`src/hdl/cmw_defines.vh`:
```
// Constants for the transceiver mode and wake logic.
`ifndef CMW_DEFINES_VH
`define CMW_DEFINES_VH
`define CMW_CLK_PERIOD_PS 5000
`define CMW_DTO_TIME_US 1200
`define CMW_DTO_CYCLES ((`CMW_DTO_TIME_US * 1000000) / `CMW_CLK_PERIOD_PS)
`define CMW_WK_FILTER_NS 900
`define CMW_WK_FILTER_CYCLES ((`CMW_WK_FILTER_NS * 1000) / `CMW_CLK_PERIOD_PS)
`define CMW_WK_TIMEOUT_US 1800
`define CMW_WK_TIMEOUT_CYCLES ((`CMW_WK_TIMEOUT_US * 1000000) / `CMW_CLK_PERIOD_PS)
`define CMW_FIFO_DEPTH 8
`define CMW_FIFO_WIDTH 1
`endif

```
`src/hdl/cmw_sync2.v`:
```
// Two-flop synchroniser for one asynchronous level.
`timescale 1ns/10ps
`default_nettype none
module cmw_sync2
#(
	parameter RESET_VALUE = 1'b1
)
(
	input  wire core_clk,
	input  wire sys_rst,
	input  wire clkEn,
	input  wire asyncIn,
	output wire syncOut
);
	reg firstStage_reg;
	reg secondStage_reg;

	always @(posedge core_clk)
	begin
		if (sys_rst)
		begin
			firstStage_reg <= RESET_VALUE;
			secondStage_reg <= RESET_VALUE;
		end
		else if (clkEn)
		begin
			firstStage_reg <= asyncIn;
			secondStage_reg <= firstStage_reg;
		end
	end

	assign syncOut = secondStage_reg;
endmodule
`default_nettype wire

```
`src/hdl/cmw_fifo.v`:
```
// Small synchronous FIFO with valid and ready on both sides.
`timescale 1ns/10ps
`default_nettype none
module cmw_fifo
#(
	parameter WIDTH = 1,
	parameter DEPTH = 8,
	parameter AW    = 3
)
(
	input  wire             core_clk,
	input  wire             sys_rst,
	input  wire             clkEn,
	input  wire [WIDTH-1:0] inData,
	input  wire             inValid,
	output wire             inReady,
	output wire [WIDTH-1:0] outData,
	output wire             outValid,
	input  wire             outReady
);
	reg [WIDTH-1:0] mem [0:DEPTH-1];
	reg [AW-1:0]    wrPtr_reg;
	reg [AW-1:0]    rdPtr_reg;
	reg [AW:0]      count_reg;
	wire            doWrite;
	wire            doRead;

	assign inReady = (count_reg != DEPTH[AW:0]);
	assign outValid = (count_reg != {(AW+1){1'b0}});
	assign outData = mem[rdPtr_reg];
	assign doWrite = inValid & inReady & clkEn;
	assign doRead = outValid & outReady & clkEn;

	always @(posedge core_clk)
	begin
		if (doWrite)
			mem[wrPtr_reg] <= inData;
	end

	always @(posedge core_clk)
	begin
		if (sys_rst)
		begin
			wrPtr_reg <= {AW{1'b0}};
			rdPtr_reg <= {AW{1'b0}};
			count_reg <= {(AW+1){1'b0}};
		end
		else
		begin
			if (doWrite)
				wrPtr_reg <= (wrPtr_reg == DEPTH[AW-1:0] - 1'b1) ?
					{AW{1'b0}} : wrPtr_reg + 1'b1;
			if (doRead)
				rdPtr_reg <= (rdPtr_reg == DEPTH[AW-1:0] - 1'b1) ?
					{AW{1'b0}} : rdPtr_reg + 1'b1;
			if (doWrite & ~doRead)
				count_reg <= count_reg + 1'b1;
			else if (doRead & ~doWrite)
				count_reg <= count_reg - 1'b1;
		end
	end
endmodule
`default_nettype wire

```
`src/hdl/cmw_transceiver_logic.v`:
```
// Mode control, dominant timeout and remote wake logic of a CAN transceiver.
`include "cmw_defines.vh"
`timescale 1ns/10ps
`default_nettype none
module cmw_transceiver_logic
#(
	parameter DTO_CYCLES     = `CMW_DTO_CYCLES,
	parameter FILTER_CYCLES  = `CMW_WK_FILTER_CYCLES,
	parameter TIMEOUT_CYCLES = `CMW_WK_TIMEOUT_CYCLES,
	parameter CW             = 20,
	parameter FIFO_DEPTH     = `CMW_FIFO_DEPTH
)
(
	input  wire core_clk,
	input  wire sys_rst,
	input  wire clkEn,
	input  wire txdIn,
	input  wire txdDriven,
	input  wire modeSelectIn,
	input  wire modeSelectDriven,
	input  wire busDominantIn,
	output reg  rxdOut,
	output reg  busDriveDominant,
	output reg  busBiasRecessive,
	output reg  busPullGround,
	output reg  standbyActive,
	output reg  dominantTimeoutFault,
	output reg  wakeRecognised
);
	localparam [3:0] WK_IDLE = 4'h1;
	localparam [3:0] WK_WAIT_REC = 4'h2;
	localparam [3:0] WK_WAIT_DOM = 4'h4;
	localparam [3:0] WK_AWAKE = 4'h8;

	// Positions of the pins in the synchroniser bank.
	localparam integer PIN_TXD = 0;
	localparam integer PIN_TXD_ON = 1;
	localparam integer PIN_MODE = 2;
	localparam integer PIN_MODE_ON = 3;
	localparam integer PIN_BUS = 4;
	localparam integer PIN_COUNT = 5;
	// Reset levels: pins idle at their bias, the bus recessive.
	localparam [4:0] SYNC_RESET = 5'h0f;

	wire [PIN_COUNT-1:0] pinRaw;
	wire [PIN_COUNT-1:0] pinSync;
	wire                 txdSync;
	wire                 modeSelectSync;
	wire                 busDomSync;

	assign pinRaw[PIN_TXD] = txdIn;
	assign pinRaw[PIN_TXD_ON] = txdDriven;
	assign pinRaw[PIN_MODE] = modeSelectIn;
	assign pinRaw[PIN_MODE_ON] = modeSelectDriven;
	assign pinRaw[PIN_BUS] = busDominantIn;

	// Every pin passes two flops before any logic reads it.
	genvar g;
	generate
		for (g = 0; g < PIN_COUNT; g = g + 1)
		begin : gSync
			cmw_sync2 #(.RESET_VALUE(SYNC_RESET[g])) uSync
			(
				.core_clk (core_clk),
				.sys_rst  (sys_rst),
				.clkEn    (clkEn),
				.asyncIn  (pinRaw[g]),
				.syncOut  (pinSync[g])
			);
		end
	endgenerate

	// Undriven inputs fall back to their weak-bias level. Level and
	// drive flag are synchronised apart, so a pin that floats at the
	// same time as it changes level may show one stale cycle.
	assign txdSync = pinSync[PIN_TXD_ON] ?
		pinSync[PIN_TXD] : 1'b1;
	assign modeSelectSync = pinSync[PIN_MODE_ON] ?
		pinSync[PIN_MODE] : 1'b1;
	assign busDomSync = pinSync[PIN_BUS];

	// Dominant timeout: the counter starts on a falling transmit edge.
	reg  [CW-1:0] dtoCount_reg;
	reg           dtoFault_reg;
	reg           txdPrev_reg;
	wire          dtoClear;
	wire          dtoExpired;

	// Recessive input or standby clears both counter and fault.
	assign dtoClear = modeSelectSync | txdSync;
	assign dtoExpired = (dtoCount_reg >= DTO_CYCLES[CW-1:0]);

	always @(posedge core_clk)
	begin
		if (sys_rst)
			txdPrev_reg <= 1'b1;
		else if (clkEn)
			txdPrev_reg <= txdSync;
	end

	always @(posedge core_clk)
	begin
		if (sys_rst)
			dtoCount_reg <= {CW{1'b0}};
		else if (clkEn)
		begin
			if (dtoClear)
				dtoCount_reg <= {CW{1'b0}};
			else if (txdPrev_reg)
				dtoCount_reg <= {{(CW-1){1'b0}}, 1'b1};
			else if (~dtoExpired)
				dtoCount_reg <= dtoCount_reg + 1'b1;
		end
	end

	always @(posedge core_clk)
	begin
		if (sys_rst)
			dtoFault_reg <= 1'b0;
		else if (clkEn)
		begin
			if (dtoClear)
				dtoFault_reg <= 1'b0;
			else if (~txdPrev_reg & dtoExpired)
				dtoFault_reg <= 1'b1;
		end
	end

	// Bus state filter: a state counts once it outlasts the filter time.
	reg  [CW-1:0] filtCount_reg;
	reg           filtLevel_reg;
	reg           busPrev_reg;
	reg           filtDomPulse;
	reg           filtRecPulse;
	wire          filtDone;
	wire          filtChange;

	assign filtDone = (filtCount_reg >= FILTER_CYCLES[CW-1:0]);
	assign filtChange = filtDone & (busDomSync == busPrev_reg)
		& (filtLevel_reg != busDomSync);

	always @(posedge core_clk)
	begin
		if (sys_rst)
			busPrev_reg <= 1'b0;
		else if (clkEn)
			busPrev_reg <= busDomSync;
	end

	// Any edge restarts the count, so short glitches never qualify.
	always @(posedge core_clk)
	begin
		if (sys_rst)
			filtCount_reg <= {CW{1'b0}};
		else if (clkEn)
		begin
			if (busDomSync != busPrev_reg)
				filtCount_reg <= {CW{1'b0}};
			else if (~filtDone)
				filtCount_reg <= filtCount_reg + 1'b1;
		end
	end

	always @(posedge core_clk)
	begin
		if (sys_rst)
			filtLevel_reg <= 1'b0;
		else if (clkEn & filtChange)
			filtLevel_reg <= busDomSync;
	end

	always @(posedge core_clk)
	begin
		if (sys_rst)
		begin
			filtDomPulse <= 1'b0;
			filtRecPulse <= 1'b0;
		end
		else if (clkEn)
		begin
			filtDomPulse <= filtChange & busDomSync;
			filtRecPulse <= filtChange & ~busDomSync;
		end
	end

	// Wake monitor.
	reg [3:0]    wkState_reg;
	reg [3:0]    wkState_next;
	reg [CW-1:0] wkTimer_reg;
	wire         wkTimeout;
	wire         wkTimerRun;

	// A pattern that ends on the timeout cycle itself is dropped.
	assign wkTimeout = (wkTimer_reg >= TIMEOUT_CYCLES[CW-1:0]);
	assign wkTimerRun = (wkState_next == WK_WAIT_REC)
		| (wkState_next == WK_WAIT_DOM);

	always @*
	begin
		wkState_next = wkState_reg;
		case (wkState_reg)
			WK_IDLE:
				if (filtDomPulse)
					wkState_next = WK_WAIT_REC;
			WK_WAIT_REC:
				if (wkTimeout)
					wkState_next = WK_IDLE;
				else if (filtRecPulse)
					wkState_next = WK_WAIT_DOM;
			WK_WAIT_DOM:
				if (wkTimeout)
					wkState_next = WK_IDLE;
				else if (filtDomPulse)
					wkState_next = WK_AWAKE;
			WK_AWAKE:
				wkState_next = WK_AWAKE;
			default:
				wkState_next = WK_IDLE;
		endcase
	end

	always @(posedge core_clk)
	begin
		if (sys_rst)
			wkState_reg <= WK_IDLE;
		else if (clkEn)
		begin
			if (~modeSelectSync)
				wkState_reg <= WK_IDLE;
			else
				wkState_reg <= wkState_next;
		end
	end

	always @(posedge core_clk)
	begin
		if (sys_rst)
			wkTimer_reg <= {CW{1'b0}};
		else if (clkEn)
		begin
			if (~modeSelectSync)
				wkTimer_reg <= {CW{1'b0}};
			else if (wkTimerRun)
				wkTimer_reg <= wkTimer_reg + 1'b1;
			else
				wkTimer_reg <= {CW{1'b0}};
		end
	end

	// Receive stream buffer. The FIFO gives the receive path a fixed
	// latency in both modes; it is read every cycle, so it never fills.
	reg  rxdLevel;
	wire fifoOutData;
	wire fifoOutValid;

	always @*
	begin
		if (~modeSelectSync)
			rxdLevel = ~busDomSync;
		else if (wkState_reg == WK_AWAKE)
			rxdLevel = ~filtLevel_reg;
		else
			rxdLevel = 1'b1;
	end

	cmw_fifo #(.WIDTH(1), .DEPTH(FIFO_DEPTH), .AW(3)) uRxFifo
	(
		.core_clk (core_clk),
		.sys_rst  (sys_rst),
		.clkEn    (clkEn),
		.inData   (rxdLevel),
		.inValid  (1'b1),
		.inReady  (),
		.outData  (fifoOutData),
		.outValid (fifoOutValid),
		.outReady (1'b1)
	);

	// Output registers: every port comes straight from a flop.
	always @(posedge core_clk)
	begin
		if (sys_rst)
			rxdOut <= 1'b1;
		else if (clkEn & fifoOutValid)
			rxdOut <= fifoOutData;
	end

	always @(posedge core_clk)
	begin
		if (sys_rst)
			standbyActive <= 1'b1;
		else if (clkEn)
			standbyActive <= modeSelectSync;
	end

	always @(posedge core_clk)
	begin
		if (sys_rst)
			busPullGround <= 1'b1;
		else if (clkEn)
			busPullGround <= modeSelectSync;
	end

	always @(posedge core_clk)
	begin
		if (sys_rst)
			busBiasRecessive <= 1'b0;
		else if (clkEn)
			busBiasRecessive <= ~modeSelectSync;
	end

	// The driver is gated by mode and by the dominant timeout fault.
	always @(posedge core_clk)
	begin
		if (sys_rst)
			busDriveDominant <= 1'b0;
		else if (clkEn)
			busDriveDominant <= ~modeSelectSync & ~txdSync
				& ~dtoFault_reg;
	end

	always @(posedge core_clk)
	begin
		if (sys_rst)
			dominantTimeoutFault <= 1'b0;
		else if (clkEn)
			dominantTimeoutFault <= dtoFault_reg;
	end

	always @(posedge core_clk)
	begin
		if (sys_rst)
			wakeRecognised <= 1'b0;
		else if (clkEn)
			wakeRecognised <= (wkState_reg == WK_AWAKE);
	end
endmodule
`default_nettype wire

```
`config.mk`:
```
export PLATFORM = sky130hd
export DESIGN_NAME = cmw_transceiver_logic
export DESIGN_NICKNAME = d
export VERILOG_FILES = /design/src/hdl/cmw_sync2.v /design/src/hdl/cmw_fifo.v /design/src/hdl/cmw_transceiver_logic.v
export VERILOG_INCLUDE_DIRS = /design/src /design/src/hdl
export SDC_FILE = /design/constraint.sdc
export NUM_CORES = 1
export LEC_CHECK = 0
export ABC_AREA = 1
export BUFFER_PORTS_ARGS = -buffer_cell sky130_fd_sc_hd__buf_2
export CORE_MARGIN = 2
export CORE_UTILIZATION = 45
export CTS_BUF_LIST = sky130_fd_sc_hd__clkbuf_4 sky130_fd_sc_hd__clkbuf_8
export DETAILED_ROUTE_END_ITERATION = 12
export GPL_TIMING_DRIVEN = 0
export PLACE_DENSITY = 0.58
export SLEW_MARGIN = 5
export SYNTH_ARGS = -nofsm -noshare
export SYNTH_HDL_FRONTEND = slang
export SYNTH_HIERARCHICAL = 1
export SYNTH_SLANG_ARGS = --single-unit
```
`constraint.sdc`:
```
create_clock -name core_clk -period 5.6 [get_ports core_clk]
set_input_delay 1.12 -clock core_clk [delete_from_list [all_inputs] [get_ports core_clk]]
set_output_delay 1.12 -clock core_clk [all_outputs]
set_load 0.02 [all_outputs]
```
Word-level counts from Yosys, hierarchy flattened
Memory sizes are Yosys's and may differ from the RTL's. A register that Yosys moved wholly into a read port is not among the register bits.
Cells that the tools add are included.
{"block": "word_totals", "reg_bits": 95, "ram_bits": 8, "n_memories": 1, "inputBits": 8}
{"block": "classes", "n_reduce_logical": 6, "n_addsub": 7, "n_bitwise": 22, "eq_ne": 14, "muxes": 26, "order_cmp": 3}
{"memory": "uRxFifo.mem", "depth": 8, "width": 1, "rd": 1, "rd_clocked_by_memory_dff": 1, "wr": 1, "line_no": "cmw_fifo.v:21", "rtl": "reg [WIDTH-1:0] mem [0:DEPTH-1];"}
{"op": "20-bit 2-to-1 mux", "n": 7}
{"op": "20-bit by 1-bit adder with 20-bit output (second input constant)", "n": 3}
{"op": "4-bit 2-to-1 mux", "n": 8}
{"op": "20-bit by 18-bit greater-or-equal comparator with 1-bit output (second input constant)", "n": 1}
{"op": "20-bit by 19-bit greater-or-equal comparator with 1-bit output (second input constant)", "n": 1}
{"op": "20-bit by 8-bit greater-or-equal comparator with 1-bit output (second input constant)", "n": 1}
{"op": "4-bit one-hot mux with 4 select lines", "n": 1}
{"op": "1-bit bitwise AND", "n": 12}
{"op": "4-bit by 2-bit == test with 1-bit output (second input constant)", "n": 2}
{"op": "4-bit by 3-bit == test with 1-bit output (second input constant)", "n": 2}
{"op": "1-bit 2-to-1 mux", "n": 8}
{"op": "1-bit inverter", "n": 8}
{"op": "3-bit by 1-bit adder with 3-bit output (second input constant)", "n": 2}
{"op": "3-bit == test (second input constant)", "n": 2}
{"op": "3-bit 2-to-1 mux", "n": 2}
{"op": "2-bit AND reduction", "n": 3}
{"op": "4-bit by 1-bit adder with 4-bit output (second input constant)", "n": 1}
{"op": "4-bit by 1-bit == test with 1-bit output (second input constant)", "n": 1}
{"op": "4-bit == test (second input constant)", "n": 1}
{"op": "4-bit != test (second input constant)", "n": 1}
{"op": "2-bit nonzero test", "n": 2}
{"op": "4-bit nonzero test", "n": 1}
{"op": "4-bit by 1-bit subtractor with 4-bit output (second input constant)", "n": 1}
{"op": "3-bit != test (second input constant)", "n": 1}
{"op": "4 further kinds", "n": 6}

Logic depth before layout (Yosys ltp)
{"block": "depth", "depth_word": 7, "mapped_depth": 14}

Modules after synthesis
Netlist, hierarchy kept.
{"mod": "cmw_transceiver_logic", "n_inst": 1, "area_per_inst_um2": 4087.7, "cells_per_inst": 612}
{"mod": "cmw_fifo", "n_inst": 1, "area_per_inst_um2": 1083.5, "cells_per_inst": 132}
{"mod": "cmw_sync2 (gSync[0].uSync ...)", "n_inst": 4, "area_per_inst_um2": 72.6, "cells_per_inst": 10}
{"mod": "cmw_sync2 (gSync[4].uSync)", "n_inst": 1, "area_per_inst_um2": 83.8, "cells_per_inst": 13}

Worst setup path before layout
No wires, ideal clock.
{"block": "synth_path", "path_kind": "input to register", "from": "input port clkEn", "to": "register uRxFifo.count_reg[3]", "setup_ps": 109, "path_slack_ps": 3038, "t_arrival_ps": 2453, "cell_stages": 12, "path_buffers": 0, "cell_sequence": "nand2_1 inv_1 nand2_4 inv_4 ha_1 inv_1 ha_1 or2_2 nand3_1 nand3_1 nand2_1 inv_1"}
{"block": "synth_via", "elab_chain_len": 4, "word_cells_on_any_way": 8}
{"item": "from (decl)", "line_no": "cmw_transceiver_logic.v:16", "rtl": "input wire clkEn,"}
{"item": "1-bit bitwise AND (*)", "line_no": "cmw_fifo.v:31", "rtl": "assign doWrite = inValid & inReady & clkEn;"}
{"item": "named net uRxFifo.doWrite", "line_no": "cmw_fifo.v:25", "rtl": "wire doWrite;"}
{"item": "1-bit inverter", "line_no": "cmw_fifo.v:58", "rtl": "else if (doRead & ~doWrite)"}
{"item": "1-bit bitwise AND", "line_no": "cmw_fifo.v:58"}
{"item": "2-bit nonzero test (no source line)"}
{"item": "to (signal assigned)", "line_no": "cmw_fifo.v:46", "rtl": "count_reg <= {(AW+1){1'b0}};"}
{"item": "to (signal assigned)", "line_no": "cmw_fifo.v:57", "rtl": "count_reg <= count_reg + 1'b1;"}
{"item": "to (signal assigned)", "line_no": "cmw_fifo.v:59", "rtl": "count_reg <= count_reg - 1'b1;"}
{"item": "to (decl)", "line_no": "cmw_fifo.v:24", "rtl": "reg [AW:0] count_reg;"}
The timed path passes the listed nets; every way through them passes the cells marked *.
A chain may end at the register's enable or synchronous reset.

Final worst setup path
Ends and elaborated chain as after synthesis.

==> flow_summary.html <==
<table>
<tr><th>Metric</th><th>Value</th></tr>
<tr><th colspan="2">Run status</th></tr>
<tr><td>Status</td><td>finished clean</td></tr>
<tr><th colspan="2">Timing</th></tr>
<tr><td>Number of hold-slack violations in the final timing report</td><td>0</td></tr>
<tr><td>Max Clock Skew</td><td>0.0148 ns</td></tr>
<tr><td>Slew at the pin closest to its max-slew limit</td><td>0.628 ns</td></tr>
<tr><td>Fin crit share</td><td>0.467</td></tr>
<tr><td>Clock period minus worst slack</td><td>2.61 ns</td></tr>
<tr><td>Sum of negative setup slack</td><td>0 ns</td></tr>
<tr><td>Max transition margin</td><td>0.582</td></tr>
<tr><td>Unrepaired setup endpoints after global routing</td><td>false</td></tr>
<tr><td>Final setup vio count</td><td>0</td></tr>
<tr><td>Upper clock frequency limit</td><td>383 MHz</td></tr>
<tr><td>Number of pins with negative max-slew slack in the final report</td><td>0</td></tr>
<tr><th colspan="2">Placement</th></tr>
<tr><td>Number of I/O port buffers</td><td>14</td></tr>
<tr><td>GP Congestion</td><td>0.867</td></tr>
<tr><td>Detailed Place HPWL</td><td>8770 um</td></tr>
<tr><th colspan="2">Drt</th></tr>
<tr><td>Detail-routed via count per cell</td><td>4.95</td></tr>
<tr><td>Via count</td><td>4,831</td></tr>
<tr><td>Detailed-route DRC error count</td><td>0</td></tr>
<tr><td>Wirelength, routed</td><td>11,700 um</td></tr>
<tr><td>Number of routed nets with antenna violations</td><td>0</td></tr>
<tr><td>Number of DRC markers in iteration 0</td><td>328</td></tr>
<tr><td>WL/cell</td><td>12.0 um</td></tr>
<tr><td>DRT Pass-1 Iters</td><td>5</td></tr>
<tr><th colspan="2">Critical path</th></tr>
<tr><td>Arrival time of the worst setup path</td><td>2.91 ns</td></tr>
<tr><td>Path type of the worst setup path</td><td>in2reg</td></tr>
<tr><td>Critical Path Sink Type</td><td>register</td></tr>
<tr><td>Critical-path maximum fanout</td><td>19</td></tr>
<tr><td>Kind of start point of the critical path</td><td>input port</td></tr>
<tr><td>Setup slack, reg-to-reg</td><td>3.48 ns</td></tr>
<tr><td>Data required time at the worst endpoint</td><td>5.90 ns</td></tr>
<tr><th colspan="2">Synth</th></tr>
<tr><td>Xor/xnor cell area share of the yosys netlist</td><td>0.0300</td></tr>
<tr><td>Syn_area_per_cell</td><td>6.96 sq um</td></tr>
<tr><td>Total standard cell area after synthesis</td><td>5550 sq um</td></tr>
<tr><td>Proportion of synthesized area in mux cells</td><td>0</td></tr>
<tr><td>Syn. warnings</td><td>6</td></tr>
<tr><td>Synthesized flop and latch total</td><td>107</td></tr>
<tr><td>Number of library cell types mapped by synthesis</td><td>37</td></tr>
<tr><td>Sequential element share of the synthesized area</td><td>0.401</td></tr>
<tr><td>Leading area contributor after synthesis</td><td>dfxtp_1</td></tr>
<tr><td>Combinational family with the most area after synthesis</td><td>simple AND/OR/NAND/NOR gates</td></tr>
<tr><td>Fraction of the mapped netlist area in adder cells</td><td>0.0329</td></tr>
<tr><td>Share of the synthesized area in the top cell type</td><td>0.357</td></tr>
<tr><td>Post-Synth Simple-Gate Area</td><td>0.351</td></tr>
<tr><td>Leading post-synthesis cells by cell area</td><td>dfxtp_1, nand2_1, inv_1</td></tr>
<tr><td>Synth Instances</td><td>797</td></tr>
<tr><td>Share of the synthesized area in compound gates (AO/OA/AOI/OAI)</td><td>0.0884</td></tr>
<tr><th colspan="2">Die</th></tr>
<tr><td>Initial Util</td><td>0.462</td></tr>
<tr><td>DIE AREA</td><td>13,200 sq um</td></tr>
<tr><td>Floorplan die width</td><td>115 um</td></tr>
<tr><td>Die Span Y</td><td>115 um</td></tr>
<tr><td>Area of the core</td><td>12,000 sq um</td></tr>
<tr><td>Boundary Pins</td><td>15</td></tr>
<tr><td>Number of placement rows</td><td>40</td></tr>
<tr><th colspan="2">GRT</th></tr>
<tr><td>GRT overflow</td><td>0</td></tr>
<tr><td>Overall fraction of global-route tracks in use</td><td>0.194</td></tr>
<tr><td>Initial antenna violation count</td><td>0</td></tr>
<tr><td>Wire length of the first global-routing pass</td><td>20,800 um</td></tr>
<tr><td>Maximum number of pins on one net before global-route repair</td><td>20</td></tr>
<tr><td>Number of global-route vias before repair</td><td>4,562</td></tr>
<tr><th colspan="2">CTS</th></tr>
<tr><td>Number of gates given a new drive strength after cts</td><td>0</td></tr>
<tr><td>TritonCTS clock tree</td><td>yes</td></tr>
<tr><td>Largest buffer count on any clock path</td><td>2</td></tr>
<tr><td>Number of sinks handled by clock tree synthesis</td><td>107</td></tr>
<tr><td>Total CTS buffers</td><td>9</td></tr>
<tr><td>H-tree lvl count</td><td>3</td></tr>
<tr><td>Root buffer cell</td><td>clkbuf_8</td></tr>
<tr><td>Total of hold buffers inserted after clock tree synthesis</td><td>0</td></tr>
<tr><td>Insertion delay to the later sink of the worst-skew pair</td><td>0.39 ns</td></tr>
<tr><td>Clk pin slew, worst setup/hold paths</td><td>0.10 ns</td></tr>
<tr><td>Number of buffers inserted by post-CTS setup repair</td><td>0</td></tr>
<tr><th colspan="2">Final layout</th></tr>
<tr><td>Number of nets in the layout</td><td>845</td></tr>
<tr><td>Share of layout cells above drive strength 1</td><td>0.109</td></tr>
<tr><td>Area Growth Syn to Fin</td><td>7.99%</td></tr>
<tr><td>Number of inserted diodes</td><td>0</td></tr>
<tr><th colspan="2">Power</th></tr>
<tr><td>Peak ir drop on the vdd network</td><td>0.000166 V</td></tr>
<tr><td>Leakage power</td><td>0.00250 uW</td></tr>
<tr><td>Power per Cell Area</td><td>242 nW/um^2</td></tr>
<tr><td>Final Total Pwr</td><td>1450 uW</td></tr>
<tr><th colspan="2">Run</th></tr>
<tr><td>Max-cap violation count</td><td>0</td></tr>
<tr><th colspan="2">Hold path</th></tr>
<tr><td>Hold WC Path Type</td><td>reg2reg</td></tr>
</table>
[power by group]
group          internal (uW)  switching (uW)
clock                    190             260
sequential               794            23.2
combinational           62.7             120
total                   1050             403
[cells by family after synthesis]
kind of cell | after synthesis
adders and majority gates | 14
other | 1
AOI/OAI and AO/OA | 89
and+or+nand+nor | 441
DFF | 107
buffers and inverters | 126
xor gates and xnor gates | 19
[final timing paths]
kind / from / end / cells after the start
worst min register to register: filtCount_reg[18] / filtCount_reg[18] / 2
worst min-delay path: filtCount_reg[18] / filtCount_reg[18] / 2
worst max register to register: uRxFifo/count_reg[0] / uRxFifo/count_reg[3] / 12
worst max-delay path: clkEn / uRxFifo/count_reg[3] / 13
[synthesized netlist by cell type (all sizes together)]
library cell and n:
conb 1, buf 11, inv 106, nor3b 1
nand2 224, edfxtp 8, a2bb2oi 1, xor2 14
a31oi 1, o211ai 1, fa 1, nand3 61
nor3 24, xnor2 5, nor2 110, or2 2
nand4 17, a21oi 61, nor4 1, clkbuf 8
dfxtp 99, ha 13, o21ai 25, dlygate4sd1 1
and3 1
[through the flow]
stage           util  area (sq um)  worst slack [ns]  instances  hold slack [ns]
2_1_floorplan      -          5550              3.04        798            0.418
3_3_place_gp   0.483          5800              2.60        959            0.428
3_5_place_dp   0.483          5800              2.57        959            0.432
4_1_cts        0.499          5990              3.00        975            0.451
5_1_grt        0.499          5990              2.81        975            0.472
6_report       0.499          5990              2.99        975            0.449
[cell type report]
class | count | area (sq um)
timing repair buffer | 14 | 70.1
fill | 1191 | 6020
clock inverter | 4 | 26.3
sequential | 107 | 2220
inverter | 106 | 400
tap | 147 | 184
multi-input combinational | 565 | 2790
clock buffer | 12 | 159
buffer | 20 | 134
[per-layer routing]
| layer | GRT usage | part of all wire |
|---|---|---|
| met1 | 0.248 | 0.48 |
| met4 | 0.0394 | 0.010 |
| met5 | 0 | 0 |
| met2 | 0.332 | 0.46 |
| met3 | 0.0506 | 0.045 |
[placed cells by master, fill, tap and decap left out, drive strengths merged]
cell           n
dlygate4sd1    1
xnor2          5
o211ai         1
nor3          24
nor2         110
o21ai         25
nand2        224
clkinv         3
edfxtp         8
nand3         61
clkbuf        20
a2bb2oi        1
conb           2
buf           25
inv          106
nand4         17
fa             1
and3           1
a21oi         61
a31oi          1
or2            2
xor2          14
clkinvlp       1
dfxtp         99
nor4           1
nor3b          1
ha            13
[worst max-delay path: stages]
cell     delay, ns
buf_2         0.27
nand2_1       0.09
inv_1         0.10
nand2_4       0.08
inv_4         0.10
ha_1          0.17
inv_1         0.09
ha_1          0.31
or2_2         0.31
nand3_1       0.09
nand3_1       0.07
nand2_1       0.06
inv_1         0.04
(Power assumes the default switching activity.)
